<file path="src/design/slic_port_regs.vh">
/*
 * Constants for the slave-mode parallel control port of the subscriber line
 * interface: register offsets, field positions, reset values, mode codes and
 * timing counts.
 * Assumes it is included by bare name from the design files under design/.
 */
`ifndef SLIC_PORT_REGS_VH
`define SLIC_PORT_REGS_VH

// Wishbone register byte offsets
`define REG_STATUS 8'h00
`define REG_IRQ_STATUS 8'h04
`define REG_IRQ_MASK 8'h08
`define REG_CONTROL 8'h0c

// Status register fields
`define ST_MODE_LSB 0
`define ST_RCMD0 3
`define ST_RCMD1 4
`define ST_RING_RELAY 5
`define ST_RT_LATCHED 6
`define ST_HOOK_LOW 7
`define ST_GK_LOW 8
`define ST_THERMAL 9
`define ST_PIN_RESET 10
`define ST_SLAVE 11

// Interrupt status and mask fields
`define IRQ_W 5
`define IRQ_RING_TRIP 0
`define IRQ_HOOK_CHG 1
`define IRQ_GK_ALARM 2
`define IRQ_MODE_WR 3
`define IRQ_THERMAL 4
`define IRQ_MASK_RST 5'h00

// Control register fields
`define CTL_SYNC_EN 0
`define CTL_RST 1'h1

// Operating mode codes, written as {bit0, bit1, bit2} of the bus
`define MODE_POWER_DOWN 3'h0
`define MODE_STANDBY 3'h1
`define MODE_ACTIVE_NP 3'h2
`define MODE_ACTIVE_RP 3'h3
`define MODE_RING_NP 3'h4
`define MODE_RING_RP 3'h5
`define MODE_GROUND_START 3'h6
`define MODE_HI_IMP 3'h7

// Pin synchroniser width and idle levels (strobe, select, reset high)
`define SYNC_W 16
`define SYNC_RST_VAL 16'h00e0

// Timing: clock period and sync clock least low phase
`define CLK_PERIOD_NS 20
`define RSYNC_LOW_MIN_NS 1000
`define RSYNC_LOW_MIN_CYC ((`RSYNC_LOW_MIN_NS + `CLK_PERIOD_NS - 1) / `CLK_PERIOD_NS)

`endif

</file>
<file path="src/design/pin_sync2.v">
/*
 * Two flip-flop synchroniser for a group of asynchronous pin levels.
 * Assumes the levels change slowly against clk_i; no bus coherence is
 * promised across bits, the user qualifies data with a strobe.
 */
`timescale 1ns/1ps
module pin_sync2 #(
    parameter W = 8,
    parameter [W-1:0] RST_VAL = {W{1'b0}}
) (
    // Clock and reset
    input wire clk_i,
    input wire rst_i,
    // Pin levels in and synchronised out
    input wire [W-1:0] async_i,
    output wire [W-1:0] sync_o
);

    // First stage, read only by the second stage
    reg [W-1:0] meta_ff;
    // Second stage, safe to use
    reg [W-1:0] stable_ff;

    ////////////////////////////////////////////////////////////////////////
    // Two-stage capture, reset to the pins' idle levels
    always @(posedge clk_i) begin
        if (rst_i) begin
            meta_ff <= RST_VAL;
            stable_ff <= RST_VAL;
        end else begin
            meta_ff <= async_i;
            stable_ff <= meta_ff;
        end
    end

    assign sync_o = stable_ff;

endmodule

</file>
<file path="src/design/slic_slave_control_port.v">
/*
 * Slave-mode parallel control port of a subscriber line interface: mode and
 * relay latches, status outputs, ring-trip auto disconnect, ringing relay
 * sync and the idle states, plus a Wishbone classic register slave.
 * Assumes all pins and analog detector levels are asynchronous to clk_i and
 * that the pad logic turns the *_oe_o enables into tri-state drive.
 */
// Added by the designer: the Wishbone interface to the registers and the address map.
`timescale 1ns/1ps
`include "slic_port_regs.vh"
module slic_slave_control_port (
    // Clock and reset
    input wire clk_i,
    input wire rst_i,
    // Control bus pins
    input wire interface_mode_i,
    input wire mode_bit_0_i,
    input wire mode_bit_1_i,
    input wire mode_bit_2_i,
    input wire test_relay_cmd_0_i,
    input wire test_relay_cmd_1_i,
    input wire input_strobe_n_i,
    input wire output_select_n_i,
    input wire reset_n_i,
    input wire ring_sync_clock_i,
    // Line detector levels from the analog core
    input wire off_hook_det_i,
    input wire ring_trip_det_i,
    input wire ground_key_det_i,
    input wire thermal_alarm_i,
    input wire line_fault_i,
    input wire ring_grounded_i,
    // Tri-state status outputs
    output reg hook_status_n_o,
    output reg hook_status_oe_o,
    output reg groundkey_alarm_n_o,
    output reg groundkey_alarm_oe_o,
    // Relay drivers
    output reg ringing_relay_drive_o,
    output reg test_relay_0_o,
    output reg test_relay_1_o,
    // Line circuit controls
    output reg line_feed_en_o,
    output reg polarity_rev_o,
    output reg ac_loop_en_o,
    output reg hook_det_en_o,
    output reg gk_det_en_o,
    // Wishbone classic slave
    input wire wb_cyc_i,
    input wire wb_stb_i,
    input wire wb_we_i,
    input wire [7:0] wb_adr_i,
    input wire [3:0] wb_sel_i,
    input wire [31:0] wb_dat_i,
    output reg [31:0] wb_dat_o,
    output reg wb_ack_o,
    // Interrupt
    output reg irq_o
);

    ////////////////////////////////////////////////////////////////////////
    // Pin synchronisation

    // Raw pins gathered, one bit each
    wire [`SYNC_W-1:0] pins_raw;
    // Synchronised copies
    wire [`SYNC_W-1:0] pins;

    assign pins_raw = {interface_mode_i, ring_grounded_i, line_fault_i,
                       thermal_alarm_i, ground_key_det_i, ring_trip_det_i,
                       off_hook_det_i, ring_sync_clock_i, reset_n_i,
                       output_select_n_i, input_strobe_n_i,
                       test_relay_cmd_1_i, test_relay_cmd_0_i,
                       mode_bit_2_i, mode_bit_1_i, mode_bit_0_i};

    pin_sync2 #(
        .W(`SYNC_W),
        .RST_VAL(`SYNC_RST_VAL)
    ) u_sync (
        .clk_i(clk_i),
        .rst_i(rst_i),
        .async_i(pins_raw),
        .sync_o(pins)
    );

    // Named views of the synchronised pins
    wire [2:0] bus_mode = {pins[0], pins[1], pins[2]};
    wire [1:0] bus_rcmd = pins[4:3];
    wire strobe_n = pins[5];
    wire select_n = pins[6];
    wire pin_reset = ~pins[7];
    wire sync_clk = pins[8];
    wire off_hook = pins[9];
    wire ring_trip = pins[10];
    wire gnd_key = pins[11];
    wire thermal = pins[12];
    wire fault = pins[13];
    wire ring_gnd = pins[14];
    wire slave = ~pins[15];

    ////////////////////////////////////////////////////////////////////////
    // State declarations

    reg [2:0] mode_ff;          // Latched operating mode
    reg [1:0] rcmd_ff;          // Latched relay commands
    reg strobe_prev_ff;         // Strobe level last cycle
    reg rt_latch_ff;            // Ring trip seen in ringing
    reg therm_prev_ff;          // Thermal level last cycle
    reg sync_en_ff;             // Ringing relay sync enable
    reg [`IRQ_W-1:0] irq_stat_ff;  // Sticky event bits
    reg [`IRQ_W-1:0] irq_mask_ff;  // Interrupt enables

    // Either reset forces the idle state
    wire idle_rst = rst_i | pin_reset;
    // Strobe rising edge, data taken here
    wire strobe_rise = strobe_n & ~strobe_prev_ff;
    // Mode in force; automatic control is not built, so it idles
    wire [2:0] eff_mode = slave ? mode_ff : `MODE_POWER_DOWN;

    wire is_pd = (eff_mode == `MODE_POWER_DOWN);
    wire is_sb = (eff_mode == `MODE_STANDBY);
    wire is_anp = (eff_mode == `MODE_ACTIVE_NP);
    wire is_arp = (eff_mode == `MODE_ACTIVE_RP);
    wire is_ring = (eff_mode == `MODE_RING_NP) | (eff_mode == `MODE_RING_RP);
    wire is_gs = (eff_mode == `MODE_GROUND_START);
    wire is_hif = (eff_mode == `MODE_HI_IMP);
    wire is_act = is_anp | is_arp;

    // ground start detectors wait for grounded ring
    wire gs_live = is_gs & ring_gnd;
    // Ring trip detected this cycle
    wire rt_set = is_ring & ring_trip & ~thermal & ~rt_latch_ff;
    // A strobe that writes a mode word, and one that writes a different mode word
    wire mode_wr = strobe_rise & slave;
    wire mode_change = mode_wr & (bus_mode != mode_ff);

    ////////////////////////////////////////////////////////////////////////
    // Mode and relay latches

    // strobe captures the bus; value at strobe rise, held after
    always @(posedge clk_i) begin
        if (idle_rst) begin
            mode_ff <= `MODE_POWER_DOWN;
            rcmd_ff <= 2'h0;
            strobe_prev_ff <= 1'b1;
        end else begin
            strobe_prev_ff <= strobe_n;
            if (strobe_rise) begin
                // Relay bits latch in either interface mode
                rcmd_ff <= bus_rcmd;
                if (slave) begin
                    mode_ff <= bus_mode;
                end
            end
        end
    end

    ////////////////////////////////////////////////////////////////////////
    // Ring trip latch and ringing relay

    // held until a different mode word is written
    always @(posedge clk_i) begin
        if (idle_rst) begin
            rt_latch_ff <= 1'b0;
        end else if (mode_change) begin
            // A new mode wins; the trip belongs to the old ringing burst
            rt_latch_ff <= 1'b0;
        end else if (rt_set) begin
            rt_latch_ff <= 1'b1;
        end
    end

    // relay on in ringing, off at ring trip without a command
    always @(posedge clk_i) begin
        if (idle_rst | thermal | ~is_ring | rt_latch_ff | rt_set) begin
            ringing_relay_drive_o <= 1'b0;
        end else if (~ringing_relay_drive_o) begin
            // turn-on only in the low phase of the sync clock
            // a clock held low lets the relay close at once
            if (~sync_en_ff | ~sync_clk) begin
                ringing_relay_drive_o <= 1'b1;
            end
        end
    end

    ////////////////////////////////////////////////////////////////////////
    // Status output values

    reg nxt_hook_n;  // Next hook status level
    reg nxt_gk_n;    // Next ground-key/alarm level

    // status meaning per mode, idle overrides first
    always @* begin
        nxt_hook_n = 1'b1;
        nxt_gk_n = 1'b1;
        if (idle_rst) begin
            nxt_hook_n = 1'b1;
            nxt_gk_n = 1'b1;
        end else if (thermal) begin
            nxt_hook_n = 1'b0;
            nxt_gk_n = 1'b0;
        end else if (is_pd) begin
            nxt_hook_n = 1'b1;
            nxt_gk_n = 1'b1;
        end else begin
            if (is_ring) begin
                nxt_hook_n = ~(rt_latch_ff | rt_set);
            end else if (is_sb | is_act | is_hif | gs_live) begin
                nxt_hook_n = ~off_hook;
            end else begin
                nxt_hook_n = 1'b1;
            end
            if (fault) begin
                nxt_gk_n = 1'b0;
            end else if (is_sb | is_act | gs_live) begin
                nxt_gk_n = ~gnd_key;
            end else begin
                nxt_gk_n = 1'b1;
            end
        end
    end

    // outputs driven only while select is low
    always @(posedge clk_i) begin
        if (rst_i) begin
            hook_status_n_o <= 1'b1;
            groundkey_alarm_n_o <= 1'b1;
            hook_status_oe_o <= 1'b0;
            groundkey_alarm_oe_o <= 1'b0;
        end else begin
            hook_status_n_o <= nxt_hook_n;
            groundkey_alarm_n_o <= nxt_gk_n;
            hook_status_oe_o <= ~select_n;
            groundkey_alarm_oe_o <= ~select_n;
        end
    end

    ////////////////////////////////////////////////////////////////////////
    // Test relays and line circuit controls

    always @(posedge clk_i) begin
        if (idle_rst) begin
            test_relay_0_o <= 1'b0;
            test_relay_1_o <= 1'b0;
            line_feed_en_o <= 1'b0;
            polarity_rev_o <= 1'b0;
            ac_loop_en_o <= 1'b0;
            hook_det_en_o <= 1'b0;
            gk_det_en_o <= 1'b0;
        end else begin
            // relay bits steer drivers in any mode
            test_relay_0_o <= rcmd_ff[0];
            test_relay_1_o <= rcmd_ff[1];
            // ringing keeps the line circuit active
            line_feed_en_o <= ~thermal & (is_act | is_ring | is_gs);
            polarity_rev_o <= ~thermal & (is_arp | (eff_mode == `MODE_RING_RP));
            // stand-by runs without the AC loop
            ac_loop_en_o <= ~thermal & (is_act | is_ring);
            hook_det_en_o <= ~thermal & ~is_pd & (~is_gs | ring_gnd);
            gk_det_en_o <= ~thermal & (is_sb | is_act | gs_live);
        end
    end

    ////////////////////////////////////////////////////////////////////////
    // Wishbone classic slave

    // Request present (cyc and stb), whether answered yet or not
    wire wb_req = wb_cyc_i & wb_stb_i;
    // Edge at which the master sees ack: writes and read-clear act here
    wire wb_done = wb_req & wb_ack_o;
    wire wb_wr = wb_done & wb_we_i & wb_sel_i[0];
    wire irq_rd = wb_done & ~wb_we_i & (wb_adr_i == `REG_IRQ_STATUS);

    // Status register image
    wire [31:0] status_word = {20'h00000, slave, pin_reset, thermal,
                               ~groundkey_alarm_n_o, ~hook_status_n_o,
                               rt_latch_ff, ringing_relay_drive_o,
                               rcmd_ff, mode_ff};

    reg [31:0] nxt_rdata;  // Read mux

    // Read data selection; unmapped reads return zero
    always @* begin
        case (wb_adr_i)
            `REG_STATUS: nxt_rdata = status_word;
            `REG_IRQ_STATUS: nxt_rdata = {27'h0000000, irq_stat_ff};
            `REG_IRQ_MASK: nxt_rdata = {27'h0000000, irq_mask_ff};
            `REG_CONTROL: nxt_rdata = {31'h00000000, sync_en_ff};
            default: nxt_rdata = 32'h00000000;
        endcase
    end

    // One wait state answer, ack dropped in the cycle after
    always @(posedge clk_i) begin
        if (rst_i) begin
            wb_ack_o <= 1'b0;
            wb_dat_o <= 32'h00000000;
        end else begin
            wb_ack_o <= wb_req & ~wb_ack_o;
            if (wb_req & ~wb_ack_o & ~wb_we_i) begin
                wb_dat_o <= nxt_rdata;
            end
        end
    end

    // Writable registers: mask and control
    always @(posedge clk_i) begin
        if (rst_i) begin
            irq_mask_ff <= `IRQ_MASK_RST;
            sync_en_ff <= `CTL_RST;
        end else if (wb_wr) begin
            if (wb_adr_i == `REG_IRQ_MASK) begin
                irq_mask_ff <= wb_dat_i[`IRQ_W-1:0];
            end
            if (wb_adr_i == `REG_CONTROL) begin
                sync_en_ff <= wb_dat_i[`CTL_SYNC_EN];
            end
        end
    end

    ////////////////////////////////////////////////////////////////////////
    // Interrupt events

    wire [`IRQ_W-1:0] events;  // One-cycle event pulses
    wire [`IRQ_W-1:0] nxt_irq_stat;

    assign events[`IRQ_RING_TRIP] = rt_set;
    assign events[`IRQ_HOOK_CHG] = nxt_hook_n ^ hook_status_n_o;
    assign events[`IRQ_GK_ALARM] = groundkey_alarm_n_o & ~nxt_gk_n;
    assign events[`IRQ_MODE_WR] = mode_wr;
    assign events[`IRQ_THERMAL] = thermal & ~therm_prev_ff;
    // Set wins over a read-clear in the same cycle
    assign nxt_irq_stat = (irq_stat_ff & ~{`IRQ_W{irq_rd}}) | events;

    // Sticky status and level interrupt
    always @(posedge clk_i) begin
        if (rst_i) begin
            irq_stat_ff <= {`IRQ_W{1'b0}};
            therm_prev_ff <= 1'b0;
            irq_o <= 1'b0;
        end else begin
            irq_stat_ff <= nxt_irq_stat;
            therm_prev_ff <= thermal;
            irq_o <= |(nxt_irq_stat & irq_mask_ff);
        end
    end

endmodule

</file>
<file path="config.mk">
export PLATFORM = sky130hd
export DESIGN_NAME = slic_slave_control_port
export DESIGN_NICKNAME = d
export VERILOG_FILES = /design/src/design/pin_sync2.v /design/src/design/slic_slave_control_port.v
export VERILOG_INCLUDE_DIRS = /design/src /design/src/design
export SDC_FILE = /design/constraint.sdc
export NUM_CORES = 1
export LEC_CHECK = 0
export BUFFER_PORTS_ARGS = -buffer_cell sky130_fd_sc_hd__buf_2
export CORE_UTILIZATION = 35
export DETAILED_ROUTE_END_ITERATION = 7
export GPL_TIMING_DRIVEN = 0
export PLACE_DENSITY = 0.57
export SLEW_MARGIN = 20
export SYNTH_ARGS = -nofsm -noshare
export SYNTH_HDL_FRONTEND = slang
export SYNTH_HIERARCHICAL = 1
export SYNTH_SLANG_ARGS = --single-unit
</file>
<file path="constraint.sdc">
create_clock -name clk_i -period 2.2 [get_ports clk_i]
set_clock_uncertainty 0.2 [all_clocks]
set_input_delay 0.55 -clock clk_i [delete_from_list [all_inputs] [get_ports clk_i]]
set_output_delay 0.55 -clock clk_i [all_outputs]
set_load 0.05 [all_outputs]
</file>
Word level (Yosys, flattened, before mapping)
Cells that the tools add are included.
- equality and inequality tests: 11
- muxes and demuxes: 14
- bitwise operators: 65
- reduce and logical (&&, ||, !) cells: 7
- operators with widths (operator ; number):
    $pmux W12 S4 ; 1
    $and A1 B1 Y1 ; 23
    $not A1 Y1 ; 20
    $or A1 B1 Y1 ; 17
    $eq A8 B4 Y1 const B ; 2
    $eq A3 B3 Y1 const B ; 4
    $mux W1 ; 12
    $and A5 B5 Y5 ; 2
    $eq A8 B3 Y1 const B ; 1
    $logic_not A8 Y1 ; 1
    $eq A3 B2 Y1 const B ; 2
    $reduce_and A2 Y1 ; 3
    $not A5 Y5 ; 1
    $or A5 B5 Y5 ; 1
    $reduce_or A5 Y1 ; 1
    $eq A3 B1 Y1 const B ; 1
    $logic_not A3 Y1 ; 1
    $mux W3 ; 1
    $ne A3 B3 Y1 ; 1
    $reduce_or A2 Y1 ; 1
    $xor A1 B1 Y1 ; 1
- bits in registers: 96
- output and inout bits: 46

Longest topological paths before layout
Gate-level depths: netlist of the first run.
- depth in word-level cells: 16
- gate-level depth with buffers: 7
- depth with buffers taken out: 6

Cells and area by module
Netlist of the first run, hierarchy kept.
- modules (own cells, without submodules) (module ; instances ; cells an instance ; area an instance (µm²) ; sequential area each (µm²)):
    slic_slave_control_port ; 1 ; 225 ; 2021.9 ; 880.8
    pin_sync2 ; 1 ; 67 ; 862.1 ; 640.6

Worst setup path after synthesis of the first run
Ideal clock, no wire load.
- path type: in2reg
- start point: in wb_adr_i[2]
- end point: reg irq_o
- setup time: 126 ps
- data arrival time: 1705 ps
- required time: 1874 ps
- path slack: 169 ps
- stages on the path: 7
- buffers on the path: 1
- path through: buf_4 > nor3b_1 > nand4_1 > and2_1 > a32o_1 > a22oi_1 > nand3_1
- word-level cells in the longest chain between the ends: 7
- ends and longest elaborated chain (element ; RTL line ; text):
    start, declared ; slic_slave_control_port.v:52 ; input wire [7:0] wb_adr_i,
    $eq A8 B3 Y1 ; - ;
    $and A1 B1 Y1 ; slic_slave_control_port.v:272 ; wire irq_rd = wb_done & ~wb_we_i & (wb_adr_i == `REG_IRQ_STATUS);
    $not A5 Y5 ; slic_slave_control_port.v:333 ; assign nxt_irq_stat = (irq_stat_ff & ~{`IRQ_W{irq_rd}}) | events;
    $and A5 B5 Y5 ; slic_slave_control_port.v:333 ;
    $or A5 B5 Y5 ; slic_slave_control_port.v:333 ;
    $and A5 B5 Y5 ; slic_slave_control_port.v:344 ; irq_o <= |(nxt_irq_stat & irq_mask_ff);
    $reduce_or A5 Y1 ; slic_slave_control_port.v:344 ;
    end signal, assigned ; slic_slave_control_port.v:344 ;
    end, declared ; slic_slave_control_port.v:58 ; output reg irq_o
No other way between the ends.
A chain may end at the register's enable or synchronous reset.

Worst setup path after layout of the first run
- start point: in wb_adr_i[1]
- end point: reg irq_o
Same word-level chain as after synthesis.

==> qor.yml, run 1 <==
slew_headroom_pct: 64.4
power_frac_clock_pct: 37.4
grt_max_degree: 17
seq_power_share_pct: 53.3
die_x_um: 92.8
synth_simple_gate_area_share_pct: 22.6
cap_violations: 0
drcViolationCount: 0
start_util_pct: 36.8
outcome: "finished clean"
syn_avg_cell_area_sq_um: 9.88
dieArea_sq_um: 8610
drive_above_1_share_pct: 28.3
wire_per_inst_um: 11.6
ant_nets: 0
synthXorXnorAreaFrac_pct: 1.21
register_area_sq_um: 1520
die_y_um: 92.8
setup_viol: 0
final_nets: 445
num_io_pins: 111
slowest_delay_ns: 0.32
routabilityCongestion: 0.774
dp.cells: 471
comb_power_share_pct: 9.4
drt_iter0_markers: 59
cts.sinks: 76
synth_top_family_by_area: "simple AND/OR/NAND/NOR gates"
cts_max_level: 3
p_int_mw: 1.94
globalRouteMet1Util_pct: 17.4
cts_resized: 0
rrSetupSlack_ns: 0.26
finalNonFillerCells: 487
clk_pin_slew_ns: 0.09
yosys.area_share.adder_pct: 0
end_kind: "flip-flop"
nFillCells: 783
rsz0062_at_grt: "false"
cp_slowest_cell: "nor4_4"
n_antenna_cell: 0
dr_total_vias: 2152
multi_input_area_sq_um: 1190
crit_chain: "buf_2 -> nor4_4 -> nand4_1 -> and2_1 -> a32o_1 -> a22oi_1 -> nand3_1"
start_kind: "input pin"
numCtsBuffers: 9
ir_worst_vdd_v: 0.000262
yosysUniqueCellTypes: 41
viasPerCell: 4.42
met3_usage_pct: 3.28
synth_compound_area_share_pct: 8.85
path_delay_family: "simple AND/OR/NAND/NOR gates"
core_sq_um: 7850
grt_pass1_wl_um: 9310
io_buffers: 58
grt_pass1_vias: 1991
finalHoldViolations: 0
worst_pin_slew_ns: 0.534
root_buffer: "clkbuf_8"
clk_latency_ns: 0.35
grt_use_total_pct: 14.2
met2_usage_pct: 22.5
worstPathRequired_ns: 2.23
syn_area_sq_um: 2880
slew_violations: 0
grt_overflow_total: 0
synthMuxAreaShare_pct: 5.99
worst-path-max-fanout: 4
cts.path.max_buffers: 2
netSwitchingPower_uw: 742
first_pass_iters: 4
rows: 32
area_growth_pct: 23.5
drt_wl_total_um: 5640
p_sw_share_pct: 27.7
dp_hpwl_um: 4270
fin_crit_sh_pct: 92.1
powerDensity_nw_per_um2: 752
power_mw: 2.68
leakagePower_nw: 1.57
top_usage_layer: "met2"
ys_ff_latch: 76
worstSetupPathType: "input pin to flip-flop"
layout_min_cycle_time_ns: 2.03
yosysWarnings: 6
antenna_found_initial: 0
cp_data_arrival_time_ns: 2.06
holdBufCountCts: 0
cts_tree: "done"
hold_class: "input pin to flip-flop"
yosysSeqAreaShare_pct: 52.8
syn_inst: 292
postCtsSetupBuffers: 0
max_freq_ghz: 0.494
crit_buf_inv: 1
[cell type report]
class	instances	share of cell area (%)
flip-flops and latches	76	42.7
well taps	102	3.58
multi-input cells	196	33.4
clock buffers	9	3.48
plain buffers	35	6.43
repair buffers	58	8.15
clock inverters	7	1.83
inverters	4	0.421
[Yosys cell counts]
| cell type | number | share of area, % |
|---|---|---|
| nand3_1 | 5 | 0.87 |
| buf_4 | 22 | 5.7 |
| a31oi_1 | 2 | 0.43 |
| nor4b_4 | 1 | 0.82 |
| and3b_1 | 1 | 0.30 |
| or2_1 | 6 | 1.3 |
| nor4_2 | 1 | 0.43 |
| inv_1 | 4 | 0.52 |
| a32oi_1 | 3 | 0.91 |
| clkbuf_1 | 6 | 0.78 |
| a211oi_1 | 2 | 0.52 |
| a2bb2oi_1 | 3 | 0.91 |
| dfxtp_1 | 76 | 53 |
| and3_1 | 4 | 0.87 |
| a21oi_1 | 5 | 0.87 |
| nand4_1 | 1 | 0.22 |
| buf_2 | 6 | 1.0 |
| o21ba_2 | 1 | 0.35 |
| nand2_1 | 15 | 2.0 |
| nor4b_1 | 1 | 0.30 |
| nor3b_1 | 1 | 0.26 |
| nor2_1 | 39 | 5.1 |
| a32o_1 | 1 | 0.35 |
| a21o_1 | 1 | 0.26 |
| mux4_2 | 1 | 0.78 |
| nor2b_1 | 31 | 6.7 |
| and2_1 | 2 | 0.43 |
| a22o_1 | 1 | 0.30 |
| nand2b_1 | 4 | 0.87 |
| nor4_4 | 1 | 0.74 |
| xnor2_1 | 4 | 1.2 |
| o21ai_0 | 6 | 1.0 |
| nand2_2 | 1 | 0.22 |
| buf_6 | 1 | 0.39 |
| o311ai_0 | 1 | 0.30 |
| mux2i_1 | 15 | 5.2 |
| nor3_1 | 3 | 0.52 |
| conb_1 | 1 | 0.13 |
| or3_1 | 2 | 0.43 |
| nand3b_1 | 1 | 0.26 |
| a22oi_1 | 10 | 2.6 |
[power by group through the flow]
| stage | Clock [mW] | Sequential [mW] | Combinational (mW) |
|---|---|---|---|
| finish | 1.00 | 1.43 | 0.251 |
| global route | 1.09 | 1.43 | 0.274 |
| CTS | 1.02 | 1.43 | 0.252 |
| detailed placement | 0 | 1.46 | 0.251 |
| global placement | 0 | 1.46 | 0.250 |
| floorplan | 0 | 1.46 | 0.188 |
[flip-flops by register name, indices dropped and copies added, names as in the netlist, 2 cells and up]
signal,cells
u_sync/meta_ff,16
irq_stat_ff,5
rcmd_ff,2
u_sync/sync_o,16
irq_mask_ff,5
wb_dat_o,12
mode_ff,3
[stage by stage]
step                TNS [ns]  instance area, sq um  hold slack [ns]  setup slack (ns)  util, %
floorplan                  0                  2960            0.163             0.169        -
global placement      -0.423                  3370            0.169            -0.164     43.0
detailed placement    -0.566                  3370            0.176            -0.163     43.0
CTS                        0                  3560            0.152             0.214     45.4
global route               0                  3560            0.159             0.105     45.4
finish                     0                  3560            0.168             0.174     45.4
[cells in the final DEF, fill, tap and decap left out, types with 2 or more instances in the layout]
master | Yosys | routed
a21oi_1 | 5 | 5
and3_1 | 4 | 4
nor2_1 | 39 | 39
mux2i_1 | 15 | 15
a31oi_1 | 2 | 2
nand2b_1 | 4 | 4
a32oi_1 | 3 | 3
nand2_1 | 15 | 15
inv_1 | 4 | 4
clkinv_4 | 0 | 2
a211oi_1 | 2 | 2
nor2b_1 | 31 | 31
inv_6 | 0 | 2
buf_4 | 22 | 22
or2_1 | 6 | 6
nand3_1 | 5 | 5
or3_1 | 2 | 2
clkbuf_1 | 6 | 6
and2_1 | 2 | 2
o21ai_0 | 6 | 6
inv_8 | 0 | 2
dfxtp_1 | 76 | 76
xnor2_1 | 4 | 4
clkbuf_8 | 0 | 9
a2bb2oi_1 | 3 | 3
a22oi_1 | 10 | 10
nor3_1 | 3 | 3
conb_1 | 1 | 20
buf_2 | 6 | 64
[path summary, 6_finish.rpt]
check | startpoint | end | cells after the start
worst min-delay path | output_select_n_i | u_sync/meta_ff[6] | 2
worst max register to register | mode_ff[1] | irq_o | 6
worst min register to register | u_sync/sync_o[6] | groundkey_alarm_oe_o | 1
worst max-delay path | wb_adr_i[1] | irq_o | 7
[layer usage]
| metal | up-vias | share of wire [%] |
|---|---|---|
| met5 | - | 0 |
| met4 | 0 | 2.2 |
| met3 | 14 | 7.3 |
| met2 | 82 | 45 |
| met1 | 937 | 45 |
| li1 | 1119 | - |
[logic make-up after synthesis]
group / Yosys count
compound gates: 36
xor+xnor: 4
buf+inv: 39
flops: 76
mux: 16
other cells: 1
simple gates: 120
Note: power is estimated with default switching activity, not from simulation.
==> run 2: changes to the inputs <==
- SETUP_SLACK_MARGIN: not set -> 0.3
==> qor.yml, run 2 (synthesis results as in run 1) <==
hold_class: "input pin to flip-flop"
worst_pin_slew_ns: 0.550  # +0.0165 ns
io_buffers: 58  # unchanged
layout_common_cells: "75 x dfxtp_1, 64 x buf_2, 38 x nor2_1"
powerDensity_nw_per_um2: 814  # +8.2%
r2r-start: "mode_ff[0]"
leakagePower_nw: 1.62  # +3.3%
power_mw: 2.98  # +11%
grt_use_total_pct: 14.0  # -0.15 points
layout_min_cycle_time_ns: 1.85  # -0.174 ns
rsz0062_at_grt: "true"
rrSetupSlack_ns: 0.35  # +0.09 ns
timing.rr.end: "irq_o"
hold_start: "reset_n_i"
area_growth_pct: 26.8
cts_max_level: 3  # unchanged
cts.sinks: 76  # unchanged
numCtsBuffers: 9  # unchanged
final_common_cell: "dfxtp_1"
ant_nets: 0  # unchanged
dp_hpwl_um: 4220  # -1.1%
dieArea_sq_um: 8610  # unchanged
dpl-instance-area_sq_um: 3380  # +0.33%
root_buffer: "clkbuf_8"
drt_wl_total_um: 5620  # -0.27%
clk_latency_ns: 0.34  # about the same
drive_above_1_share_pct: 30.0  # +1.7 points
setup_viol: 0  # unchanged
grt_overflow_total: 0  # unchanged
cp_data_arrival_time_ns: 1.88  # -0.18 ns
cts.path.max_buffers: 2  # unchanged
ir_worst_vdd_v: 0.000346  # +32%
place_ws_ns: -0.107  # +0.0557 ns
worst-path-max-fanout: 3  # -1
die_x_um: 92.8  # unchanged
fin_ws_ns: 0.348  # +0.174 ns
rows: 32  # unchanged
fin_setup_tns_ns: 0  # unchanged
fin_crit_sh_pct: 84.2  # -7.9 points
postLayoutCoreUtil_pct: 46.6  # +1.2 points
num_io_pins: 111  # unchanged
fin_area_sq_um: 3660  # +2.7%
cp_slowest_cell: "nor4_4"
clk_pin_slew_ns: 0.07  # -0.02 ns
outcome: "finished clean"
routabilityCongestion: 0.747  # -3.6%
finalHoldViolations: 0  # unchanged
first_pass_iters: 4  # unchanged
max_freq_ghz: 0.540  # +9.4%
dr_total_vias: 2132  # -0.93%
grt_pass1_wl_um: 9190  # -1.3%
start_util_pct: 36.8  # unchanged
slowest_delay_ns: 0.30  # -0.02 ns
slew_violations: 0  # unchanged
worst_r2r_path_depth: 7  # +1
viasPerCell: 4.36  # -1.3%
end_kind: "flip-flop"
drcViolationCount: 0  # unchanged
worstSetupPathType: "input pin to flip-flop"
cts_tree: "done"
cap_violations: 0  # unchanged
start_kind: "input pin"
grt_pass1_vias: 1975  # -0.80%
wire_per_inst_um: 11.5  # -0.67%
crit_chain: "buf_2 -> nor4_4 -> nand4_1 -> and2_4 -> a32o_1 -> a22oi_1 -> nand3_1"
core_sq_um: 7850  # unchanged
worstPathRequired_ns: 2.23  # about the same
whs_path_depth: 2  # unchanged
die_y_um: 92.8  # unchanged
final_nets: 447  # +0.45%
n_antenna_cell: 0  # unchanged
min_to: "u_sync/meta_ff[7]"
grt_max_degree: 13  # -4
drt_iter0_markers: 66  # +12%
slew_headroom_pct: 63.3  # -1.1 points
antenna_found_initial: 0  # unchanged
## run 2: cell count changes in the layout (fill, tap and decap cells not counted), moves of 2 or more
| cell | previous run | this run |
|---|---|---|
| inv_6 | 2 | 0 |
| bufinv_16 | 0 | 3 |
| clkinv_4 | 2 | 0 |
| inv_8 | 2 | 0 |
| clkbuf_8 | 9 | 11 |
## run 2: routing by layer
metal | global-route usage [%] | up-vias | share of wire, %
li1 | - | 1117 | -
met1 | 16.9 | 944 | 48
met2 | 22.5 | 65 | 45
met3 | 5.99 | 6 | 6.6
met4 | 4.23 | 0 | 1.2
met5 | 0 | - | 0
## run 2: power breakdown
part / internal [mW] / switching [mW] / total [mW]
clock: 0.814 / 0.481 / 1.29
sequential: 1.41 / 0.0166 / 1.43
combinational: 0.0923 / 0.161 / 0.254
total: 2.32 / 0.659 / 2.98
## run 2: critical path: cells and delay by family
kind / cells / cell delay [ns]
AOI/OAI and AO/OA: 2 / 0.43
buffers and inverters: 1 / 0.11
and+or+nand+nor: 4 / 0.78
## run 2: repair_timing
| action | CTS | global route |
|---|---|---|
| pin swaps | 2 | 1 |
| setup buffers | 2 | 0 |
| hold buffers | 0 | 0 |
| hold endpoints to repair | 0 | 0 |
| endpoints found under the setup margin | 3 | 6 |
| gates resized for setup | 1 | 4 |
## run 2: how the worst max path moves through the flow
stage / cells past startpoint / startpoint / to / slack, ns
after CTS: 7 / rst_i / irq_o / 0.30
after detailed placement: 7 / wb_adr_i[1] / irq_o / -0.11
after global placement: 7 / wb_adr_i[1] / irq_o / -0.12
after floorplan: 5 / wb_adr_i[1] / irq_mask_ff[0] / 0.21
after global routing: 7 / mode_ff[0] / irq_o / 0.21
final: 7 / wb_adr_i[1] / irq_o / 0.35
## run 2: cell type report
| type | instances | area, sq um |
|---|---|---|
| clock inverter | 4 | 95.1 |
| multi-input combinational | 196 | 1200 |
| buffer | 35 | 230 |
| inverter | 4 | 15.0 |
| timing repair buffer | 60 | 309 |
| tap | 102 | 128 |
| sequential | 76 | 1520 |
| fill | 828 | 4190 |
| clock buffer | 12 | 155 |
## run 2: per-stage QoR
| stage | hold WS [ns] | cells |
|---|---|---|
| floorplan | 0.163 | 311 |
| global placement | 0.170 | 471 |
| detailed placement | 0.179 | 471 |
| CTS | 0.162 | 489 |
| global route | 0.162 | 489 |
| finish | 0.177 | 489 |
==> run 3: changes to the inputs <==
- PLACE_DENSITY: 0.57 -> 0.6
- clock period: 2.2 -> 1.6 ns (I/O delays scaled with it)
==> qor.yml, run 3 (synthesis results as in run 1) <==
rsz0062_at_grt: "true"
rows: 32  # unchanged
holdBufCountCts: 0  # unchanged
powerDensity_nw_per_um2: 809  # -0.62%
drive_above_1_share_pct: 53.3  # +23 points
final_nets: 476  # +6.5%
dieArea_sq_um: 8610  # unchanged
cp_slowest_cell: "or3_1"
worst-path-max-fanout: 5  # +2
cts.sinks: 76  # unchanged
core_sq_um: 7850  # unchanged
ant_nets: 0  # unchanged
start_kind: "flip-flop"
io_buffers: 58  # unchanged
clk_latency_ns: 0.34  # about the same
n_antenna_cell: 0  # unchanged
timing.rr.end: "wb_dat_o[10]"
r2r-start: "wb_ack_o"
die_x_um: 92.8  # unchanged
routabilityCongestion: 0.770  # +3.1%
worstSetupPathType: "flip-flop to flip-flop"
hold_class: "input pin to flip-flop"
hold_start: "input_strobe_n_i"
drt_iter0_markers: 83  # +26%
finalNonFillerCells: 517  # +5.7%
grt_pass1_wl_um: 10500  # +15%
rrSetupSlack_ns: -0.10  # -0.45 ns
power_mw: 3.64  # +22%
setup_viol: 11  # +11
slowest_delay_ns: 0.41  # +0.11 ns
max_freq_ghz: 0.587
leakagePower_nw: 1.93  # +19%
seq_power_share_pct: 53.8  # +5.8 points
first_pass_iters: 4  # unchanged
start_util_pct: 36.8  # unchanged
p_sw_share_pct: 25.8  # +3.7 points
numCtsBuffers: 9  # unchanged
clk_pin_slew_ns: 0.08  # about the same
viasPerCell: 4.42  # +1.4%
worst_r2r_path_depth: 6  # -1
cts_max_level: 3  # unchanged
min_to: "u_sync/meta_ff[5]"
grt_overflow_total: 0  # unchanged
finalHoldViolations: 0  # unchanged
antenna_found_initial: 0  # unchanged
grt_use_total_pct: 16.2  # +2.2 points
fin_crit_sh_pct: 106
root_buffer: "clkbuf_8"
grt_pass1_vias: 2143  # +8.5%
drt_wl_total_um: 6640  # +18%
violations: "negative setup slack"
grt_max_degree: 14  # +1
cts.path.max_buffers: 2  # unchanged
area_growth_pct: 56.0
ir_worst_vdd_v: 0.000584  # +69%
layout_common_cells: "45 x buf_4, 45 x dfxtp_1, 32 x buf_2"
outcome: "finished with violations"
dp_hpwl_um: 4280  # +1.4%
cts_tree: "done"
num_io_pins: 111  # unchanged
crit_chain: "or3_1 -> buf_8 -> nor4_4 -> buf_4 -> a22oi_1 -> nor2_1"
dr_total_vias: 2285  # +7.2%
layout_min_cycle_time_ns: 1.70
die_y_um: 92.8  # unchanged
slew_violations: 0  # unchanged
netSwitchingPower_uw: 938  # +42%
power_frac_clock_pct: 34.6  # -8.9 points
worstPathRequired_ns: 1.68  # -0.55 ns
p_int_mw: 2.70  # +17%
wire_per_inst_um: 12.8  # +12%
whs_path_depth: 2  # unchanged
postLayoutCoreUtil_pct: 57.3  # +11 points
cp_data_arrival_time_ns: 1.78  # -0.10 ns
cap_violations: 0  # unchanged
drcViolationCount: 0  # unchanged
fin_ws_ns: -0.104  # -0.452 ns
comb_power_share_pct: 11.6  # +3.1 points
place_ws_ns: -0.579  # -0.472 ns
dp.cells: 471  # unchanged
end_kind: "flip-flop"
## run 3: cell count changes in the layout (fill, tap and decap cells not counted), moves of 11 or more
cell	previous run	this run
buf_6	2	13
dfxtp_1	75	45
buf_4	23	45
buf_8	0	29
buf_2	64	32
dfxtp_2	1	24
## run 3: area by class of cell
cell class                      count  area (sq um)
Inverter                            4          15.0
Buffer                             35           305
Multi-Input combinational cell    196          1480
Clock buffer                       11           141
Timing Repair Buffer               89           828
Fill cell                         695          3350
Tap cell                          102           128
Sequential cell                    76          1580
Clock inverter                      4          27.5
## run 3: critical path: cells and delay by family (launching register included)
| family | cells | cell delay [ns] |
|---|---|---|
| flops | 1 | 0.36 |
| simple gates | 3 | 0.68 |
| buf+inv | 2 | 0.34 |
| compound gates | 1 | 0.07 |
## run 3: how the worst max path moves through the flow
stage	from	endpoint	slack [ns]
finish	wb_ack_o	wb_dat_o[10]	-0.10
global route	wb_ack_o	irq_o	-0.18
CTS	wb_ack_o	irq_o	-0.05
detailed placement	rst_i	irq_o	-0.58
global placement	rst_i	irq_o	-0.57
floorplan	wb_adr_i[1]	irq_mask_ff[4]	-0.24
## run 3: power groups by stage
stage	registers, mW	clock network, mW	logic, mW
final	1.96	1.26	0.422
after global routing	1.96	1.40	0.453
after CTS	1.96	1.30	0.392
after detailed placement	2.00	0	0.358
after global placement	2.00	0	0.356
after floorplan	2.01	0	0.269
## run 3: through the flow
step	instance area [sq um]	hold WS [ns]	setup TNS (ns)
2_1_floorplan	3030	0.153	-1.96
3_3_place_gp	3450	0.162	-8.92
3_5_place_dp	3450	0.156	-9.47
4_1_cts	4230	0.0171	-0.239
5_1_grt	4500	0.00230	-1.62
6_report	4500	0.0378	-0.537
## run 3: metal layers
| layer | vias up | track usage [%] | part of all wire, % |
|---|---|---|---|
| li1 | 1178 | - | - |
| met1 | 1038 | 18.5 | 43 |
| met2 | 61 | 28.1 | 51 |
| met3 | 8 | 5.75 | 4.6 |
| met4 | 0 | 5.13 | 1.2 |
| met5 | - | 0 | 0 |
## run 3: timing repair
item | CTS | global route
resized for setup | 139 | 47
gates cloned | 1 | 0
hold endpoints to repair | 0 | 0
pin swaps | 28 | 19
endpoints found under the setup margin | 64 | 62
setup buffers | 20 | 10
